===== config.mk =====
export PLATFORM = sky130hd
export DESIGN_NAME = asbl_host
export DESIGN_NICKNAME = d
export VERILOG_FILES = /design/src/core/asbl_sync3.v /design/src/core/asbl_host.v
export VERILOG_INCLUDE_DIRS = /design/src /design/src/core
export SDC_FILE = /design/constraint.sdc
export NUM_CORES = 1
export LEC_CHECK = 0
export BUFFER_PORTS_ARGS = -buffer_cell sky130_fd_sc_hd__buf_2
export CAP_MARGIN = 20
export CORE_ASPECT_RATIO = 1.5
export CORE_UTILIZATION = 48
export CTS_CLUSTER_SIZE = 14
export DETAILED_ROUTE_END_ITERATION = 10
export PLACE_DENSITY = 0.73
export SLEW_MARGIN = 20
export SYNTH_ARGS = -nofsm -noshare
export SYNTH_HDL_FRONTEND = slang
export SYNTH_SLANG_ARGS = --single-unit

===== constraint.sdc =====
create_clock -name core_clk -period 3.5 [get_ports core_clk]
set_input_delay 0 -clock core_clk [delete_from_list [all_inputs] [get_ports core_clk]]
set_output_delay 0 -clock core_clk [all_outputs]
set_load 0.01 [all_outputs]

===== src/core/asbl_consts.vh =====
// Purpose: shared constants for the async sram host controller
// Assumes: core clock of 20 MHz, 50 ns period
// Notes: times in ns, counts derived from them
`ifndef ASBL_CONSTS_VH
`define ASBL_CONSTS_VH

// ----------------------------------------
// geometry
// ----------------------------------------
`define ASBL_ADDR_W 18
`define ASBL_DATA_W 16
`define ASBL_WORDS 262144
`define ASBL_LO_LSB 0
`define ASBL_HI_LSB 8

// ----------------------------------------
// timing
// ----------------------------------------
`define ASBL_CLK_PERIOD_NS 50
`define ASBL_WRITE_PULSE_MIN_NS 15
`define ASBL_ADDR_SETUP_MIN_NS 0
`define ASBL_WRITE_RECOVERY_MIN_NS 0
`define ASBL_SELECT_TO_WRITE_END_NS 14
`define ASBL_READ_ACCESS_NS 20
`define ASBL_CYC_UP(t) ((((t) + `ASBL_CLK_PERIOD_NS - 1) / `ASBL_CLK_PERIOD_NS) < 1 ? 1 : \
    (((t) + `ASBL_CLK_PERIOD_NS - 1) / `ASBL_CLK_PERIOD_NS))
`define ASBL_WRITE_PULSE_CYC `ASBL_CYC_UP(`ASBL_WRITE_PULSE_MIN_NS)
`define ASBL_ADDR_SETUP_CYC `ASBL_CYC_UP(`ASBL_ADDR_SETUP_MIN_NS)
`define ASBL_WRITE_RECOVERY_CYC `ASBL_CYC_UP(`ASBL_WRITE_RECOVERY_MIN_NS)
`define ASBL_READ_ACCESS_CYC `ASBL_CYC_UP(`ASBL_READ_ACCESS_NS)
`define ASBL_SELECT_TO_WRITE_END_CYC `ASBL_CYC_UP(`ASBL_SELECT_TO_WRITE_END_NS)
// extra read wait covering the data synchroniser
`define ASBL_SYNC_WAIT_CYC 3

// ----------------------------------------
// state codes
// ----------------------------------------
`define ASBL_ST_IDLE 3'h0
`define ASBL_ST_SETUP 3'h1
`define ASBL_ST_WPULSE 3'h2
`define ASBL_ST_WREC 3'h3
`define ASBL_ST_RACC 3'h4
`define ASBL_ST_RDONE 3'h5

`endif


===== src/core/asbl_sync3.v =====
// Purpose: three-flop synchroniser for pin inputs
// Assumes: one clock domain
// Notes: output changes once stages two and three agree
`timescale 1ns/1ps
`default_nettype none

module asbl_sync3 #(
    parameter W = 16
) (
    // clock and reset
    input wire core_clk,
    input wire rst,
    // data
    input wire [W-1:0] din,
    output reg [W-1:0] dout
);

    reg [W-1:0] s1;
    reg [W-1:0] s2;
    reg [W-1:0] s3;

    // ----------------------------------------
    // stages
    // ----------------------------------------
    always @(posedge core_clk) begin
        if (rst) begin
            s1 <= {W{1'b0}};
            s2 <= {W{1'b0}};
            s3 <= {W{1'b0}};
            dout <= {W{1'b0}};
        end else begin
            s1 <= din;
            s2 <= s1;
            s3 <= s2;
            // each pin settles on its own, an idle lane cannot stall the others
            dout <= (s3 & ~(s2 ^ s3)) | (dout & (s2 ^ s3));
        end
    end

endmodule

`default_nettype wire


===== src/core/asbl_host.v =====
// Purpose: host controller driving an async 256k x 16 static ram
// Assumes: request held until ack pulse; pins sampled through sync
// Notes: one access at a time, data bus enable high while driving
`timescale 1ns/1ps
`default_nettype none
`include "asbl_consts.vh"

module asbl_host #(
    parameter ADDR_W = `ASBL_ADDR_W,
    parameter DATA_W = `ASBL_DATA_W,
    parameter WPULSE_CYC = `ASBL_WRITE_PULSE_CYC,
    parameter SETUP_CYC = `ASBL_ADDR_SETUP_CYC,
    parameter WREC_CYC = `ASBL_WRITE_RECOVERY_CYC,
    parameter RACC_CYC = `ASBL_READ_ACCESS_CYC
) (
    // clock and reset
    input wire core_clk,
    input wire rst,
    // user request side
    input wire req_valid,
    input wire req_write,
    input wire [ADDR_W-1:0] req_addr,
    input wire [DATA_W-1:0] req_wdata,
    input wire [1:0] req_lane_en,
    output reg req_ready,
    output reg rsp_valid,
    output reg [DATA_W-1:0] rsp_rdata,
    // memory pins
    output reg [ADDR_W-1:0] addr_lines,
    output reg device_select_n,
    output reg write_strobe_n,
    output reg output_gate_n,
    output reg low_byte_en_n,
    output reg high_byte_en_n,
    input wire [DATA_W-1:0] shared_data_lines_i,
    output reg [DATA_W-1:0] shared_data_lines_o,
    output reg shared_data_lines_oe
);

    localparam CNT_W = 8;

    // ----------------------------------------
    // state codes
    // ----------------------------------------
    localparam [2:0] ST_IDLE = `ASBL_ST_IDLE;
    localparam [2:0] ST_SETUP = `ASBL_ST_SETUP;
    localparam [2:0] ST_WPULSE = `ASBL_ST_WPULSE;
    localparam [2:0] ST_WREC = `ASBL_ST_WREC;
    localparam [2:0] ST_RACC = `ASBL_ST_RACC;
    localparam [2:0] ST_RDONE = `ASBL_ST_RDONE;

    // ----------------------------------------
    // cycle counts
    // ----------------------------------------
    localparam SEL_END_CYC = `ASBL_SELECT_TO_WRITE_END_CYC;
    localparam SYNC_CYC = `ASBL_SYNC_WAIT_CYC;
    localparam [CNT_W-1:0] SETUP_CNT = SETUP_CYC[CNT_W-1:0];
    localparam [CNT_W-1:0] WPULSE_CNT = WPULSE_CYC[CNT_W-1:0];
    localparam [CNT_W-1:0] SEL_END_CNT = SEL_END_CYC[CNT_W-1:0];
    localparam [CNT_W-1:0] WHOLD_CNT = (WPULSE_CNT > SEL_END_CNT) ? WPULSE_CNT : SEL_END_CNT;
    localparam [CNT_W-1:0] WREC_CNT = WREC_CYC[CNT_W-1:0];
    localparam [CNT_W-1:0] RACC_CNT = RACC_CYC[CNT_W-1:0];
    localparam [CNT_W-1:0] SYNC_CNT = SYNC_CYC[CNT_W-1:0];

    reg [2:0] state;
    reg [CNT_W-1:0] cnt;
    reg [DATA_W-1:0] lane_mask;
    wire [DATA_W-1:0] rd_sync;

    // ----------------------------------------
    // read data synchroniser
    // ----------------------------------------
    asbl_sync3 #(
        .W(DATA_W)
    ) i_asbl_sync3 (
        .core_clk(core_clk),
        .rst(rst),
        .din(shared_data_lines_i),
        .dout(rd_sync)
    );

    // ----------------------------------------
    // read lane mask
    // ----------------------------------------
    always @* begin
        lane_mask = {DATA_W{1'b0}};
        lane_mask[`ASBL_LO_LSB +: 8] = {8{~low_byte_en_n}};
        lane_mask[`ASBL_HI_LSB +: 8] = {8{~high_byte_en_n}};
    end

    // ----------------------------------------
    // access sequencer
    // ----------------------------------------
    always @(posedge core_clk) begin
        if (rst) begin
            state <= ST_IDLE;
            cnt <= {CNT_W{1'b0}};
            req_ready <= 1'b0;
            rsp_valid <= 1'b0;
            rsp_rdata <= {DATA_W{1'b0}};
            addr_lines <= {ADDR_W{1'b0}};
            device_select_n <= 1'b1;
            write_strobe_n <= 1'b1;
            output_gate_n <= 1'b1;
            low_byte_en_n <= 1'b1;
            high_byte_en_n <= 1'b1;
            shared_data_lines_o <= {DATA_W{1'b0}};
            shared_data_lines_oe <= 1'b0;
        end else begin
            rsp_valid <= 1'b0;
            req_ready <= 1'b0;
            case (state)
                ST_IDLE: begin
                    if (req_valid && !req_ready) begin
                        // address placed before select falls on write, in the same cycle on read
                        addr_lines <= req_addr;
                        low_byte_en_n <= ~req_lane_en[0];
                        high_byte_en_n <= ~req_lane_en[1];
                        cnt <= SETUP_CNT;
                        if (req_write) begin
                            // address set up with strobe high first
                            write_strobe_n <= 1'b1;
                            output_gate_n <= 1'b1;
                            shared_data_lines_o <= req_wdata;
                            shared_data_lines_oe <= 1'b1;
                            state <= ST_SETUP;
                        end else begin
                            // strobe high, bus released for read
                            write_strobe_n <= 1'b1;
                            shared_data_lines_oe <= 1'b0;
                            device_select_n <= 1'b0;
                            output_gate_n <= 1'b0;
                            cnt <= RACC_CNT;
                            state <= ST_RACC;
                        end
                    end
                end
                ST_SETUP: begin
                    if (cnt > 1) begin
                        cnt <= cnt - 1'b1;
                    end else begin
                        // select and strobe fall together: outputs stay off
                        device_select_n <= 1'b0;
                        write_strobe_n <= 1'b0;
                        cnt <= WHOLD_CNT;
                        state <= ST_WPULSE;
                    end
                end
                ST_WPULSE: begin
                    if (cnt > 1) begin
                        cnt <= cnt - 1'b1;
                    end else begin
                        // strobe rises first, ending write
                        write_strobe_n <= 1'b1;
                        cnt <= WREC_CNT;
                        state <= ST_WREC;
                    end
                end
                ST_WREC: begin
                    if (cnt > 1) begin
                        cnt <= cnt - 1'b1;
                    end else begin
                        device_select_n <= 1'b1;
                        low_byte_en_n <= 1'b1;
                        high_byte_en_n <= 1'b1;
                        shared_data_lines_oe <= 1'b0;
                        req_ready <= 1'b1;
                        rsp_valid <= 1'b1;
                        state <= ST_IDLE;
                    end
                end
                ST_RACC: begin
                    // wait access time plus synchroniser delay
                    if (cnt > 0) begin
                        cnt <= cnt - 1'b1;
                    end else begin
                        cnt <= SYNC_CNT;
                        state <= ST_RDONE;
                    end
                end
                ST_RDONE: begin
                    if (cnt > 0) begin
                        cnt <= cnt - 1'b1;
                    end else begin
                        // disabled lanes read as zero
                        rsp_rdata <= rd_sync & lane_mask;
                        device_select_n <= 1'b1;
                        output_gate_n <= 1'b1;
                        low_byte_en_n <= 1'b1;
                        high_byte_en_n <= 1'b1;
                        req_ready <= 1'b1;
                        rsp_valid <= 1'b1;
                        state <= ST_IDLE;
                    end
                end
                default: begin
                    state <= ST_IDLE;
                end
            endcase
        end
    end

endmodule

`default_nettype wire


==> metrics.txt <==
sw frac 31.0%; die height 124 um; cts bufs inserted 17; filler instances 748; Clock Tree Buf Depth 2; Clk Latency, worst-skew pair 0.41 ns; TritonCTS clock tree done; gr ovfl total 0; DRT antenna net count 0; met1 GRT Util 23.9%; global-route wire length before repair 17.9 mm; Hold Path Class in2reg; Die X-Extent 83.1 um; clock slew seen by the registers of the worst setup and hold paths 0.05 ns; placed insts 730; Post-Route WL 11.3 mm; initial detailed-routing violation count 226; GP Congestion 0.815; Register Area 0.00264 mm2; flop2flop setup slack 1.18 ns; n_diodes 0; crit path max fanout 8; Final Non-Filler Cells 814; final setup violation count 0; CP max stage delay 0.43 ns; flop and latch count out of synthesis 132; Net Switching 0.00146 W; row count 44; post-layout min period 2.32 ns; multi-input logic area 0.00194 mm2; Hold Startpoint req_write; Mapped Nets 590; GRT Total Usage 22.0%; Worst-Margin Slew 0.768 ns; Max Cap Violations 0; Slew Viols, Final 0; DRT Pass-1 Iters 5; Post-Syn Area 0.00473 mm2; met3 Resource Use GR 5.63%; setup_tns 0 ns; hold path depth 4; cells on worst reg2reg path 7; vias 4237; CP max stage cell dfxtp_1; # IOs 114; vias in the first global route 4038; top cells by area, synth dfxtp_1 56%, a21oi_1 8.1%, nand2_1 7.5%; Yosys top cell area share 55.9%; register area share after synthesis 55.9%; Hold Vio Cnt, Final 0; critical path type reg2reg; critical path capture point type flop; worst reg2reg startpoint cnt[0]; CP Launch Type flop; post-CTS resize count 0; syn_area_per_cell 8.91 um2; clock share of power 36.6%; Post-synth ARST share 0%; Initial Util 49.1%; cell count after synthesis 531; Worst EP arrival 2.61 ns; met2 usage in global routing 39.1%; power share of the combinational group 24.5%; status complete, no violations; largest net degree at the start of global routing 68; Worst Path Buf+Inv 1; clk root buf clkbuf_16; VDD IR max 0.556 mV; crit-path leading delay family compound AO/OA/AOI/OAI gates; Setup Buffers After CTS 0; Final Cycle Share 66.3%; global route hottest layer met2; initial antenna violation count 0; Fmax 431 MHz; CP required 3.79 ns; Top FF cell, synth dfxtp_1; WL/cell 13.9 um; RSZ-0062 raised after global routing false; critical-path cell list inv_1, ha_1, o21ba_2, a21oi_1, o21a_1, nor2_1, a221o_1; Yosys cell types 48; static leakage 2.69 nW; die area 0.0103 mm2; Slew HR 48.6%; Hold Crit Endpoint state[2]; Max Clock Skew 0.00506 ns; Port Buffer Count 113; core area 0.00963 mm2; PD cells 729 mW/mm2; Post-route DRC 0; proportion of layout cells with a drive suffix above 1 22.0%; vias per cell 5.21; EDFF count, synth 0; # nets final 745; Flop pwr share 38.8%; htree depth 4; CTS Sinks 132; hpwl dp 6.86 mm; Area Overhead vs Synth 36.4%; area leader, netlist dfxtp_1; R2R Path End cnt[5]; internal power 0.00325 W; synth warn 0
-- worst max-delay path by stage --
stage,startpoint,endpoint,slack (ns),cells past startpoint
final,cnt[0],cnt[5],1.18,7
after detailed placement,cnt[0],cnt[5],1.25,7
after global routing,cnt[0],cnt[5],1.03,7
after floorplan,cnt[0],cnt[5],1.50,7
after CTS,cnt[0],cnt[5],1.24,7
after global placement,cnt[0],cnt[5],1.38,7
-- power groups by stage --
stage,Combinational (W),Clock (W),Sequential [W]
floorplan,0.000806,0,0.00180
global placement,0.00106,0,0.00184
detailed placement,0.00108,0,0.00185
CTS,0.00114,0.00175,0.00182
global route,0.00127,0.00182,0.00185
finish,0.00115,0.00172,0.00183
-- cells in the mapped netlist (2+ instances only) --
cell type / number
and2_1: 2
or2_2: 3
ha_1: 3
a211oi_1: 3
nor2b_1: 50
a2111o_1: 2
xor2_1: 3
a21o_1: 2
nor3_1: 7
o31ai_1: 3
buf_1: 4
o211ai_1: 4
o21ai_0: 19
a21oi_1: 77
clkbuf_1: 21
dfxtp_1: 132
nor3b_1: 16
buf_2: 6
o22ai_1: 2
inv_1: 8
nand4_1: 2
nand3_1: 3
nor2_1: 35
o2111ai_1: 2
xnor2_1: 2
nand2b_1: 5
nand2_1: 94
-- layer usage --
metal / routed length [um] / part of all wire [%]
met4: 436 / 3.9
met3: 457 / 4.0
met2: 5840 / 52
met5: 0 / 0
met1: 4590 / 41
-- what timing repair did --
item                                    4_1_cts  5_1_grt
endpoints found under the setup margin        0        0
hold endpoints to repair                     52        0
hold buffers                                 52        0
-- cells in the final DEF (no fill, tap or decap), drive strengths merged, types with 3 or more instances in the layout --
cell and instances:
nor2 35, nand3 3, clkbuf 23, o21ai 19, o31ai 3, xor2 3, or2 3, a211oi 3
a21oi 77, nor3b 16, o211ai 4, buf 116, nor3 8, nor2b 50, nand2b 5, dfxtp 132
ha 3, inv 8, dlygate4sd3 52, nand2 94, clkinv 6
-- tightest hold or removal path, stage by stage --
cell     delay, ns
buf_2         0.12
nor2_1        0.07
a21oi_1       0.15
nor2_1        0.05
-- through the flow --
step	utilization [%]	total power (W)	setup slack, ns	hold slack, ns	area, um2
3_3_place_gp	55.5	0.00290	1.38	0.209	5340
3_5_place_dp	55.5	0.00293	1.25	0.212	5340
4_1_cts	67.0	0.00471	1.24	0.0190	6450
2_1_floorplan	-	0.00261	1.50	0.128	4730
5_1_grt	67.0	0.00494	1.03	0.0576	6450
6_report	67.0	0.00470	1.18	0.0262	6450
-- cell families (layout without fill, tap and decap cells) --
logic type / after synthesis / after routing / synth area share [%]
AO/OA/AOI/OAI: 126 / 126 / 15.4
XOR/XNOR: 5 / 5 / 0.926
adder cells (fa/ha/maj): 3 / 3 / 0.794
buffers and inverters: 40 / 208 / 3.41
flip-flops: 132 / 132 / 55.9
AND/OR/NAND/NOR: 225 / 225 / 23.6
-- cell type report --
cell class	count	share of cell area, %
multi-input combinational	359	30.0
tap	115	2.23
clock inverter	9	1.57
timing repair buffer	168	17.2
inverter	8	0.465
sequential	132	41.0
clock buffer	23	7.56
(Power assumes the default switching activity.)
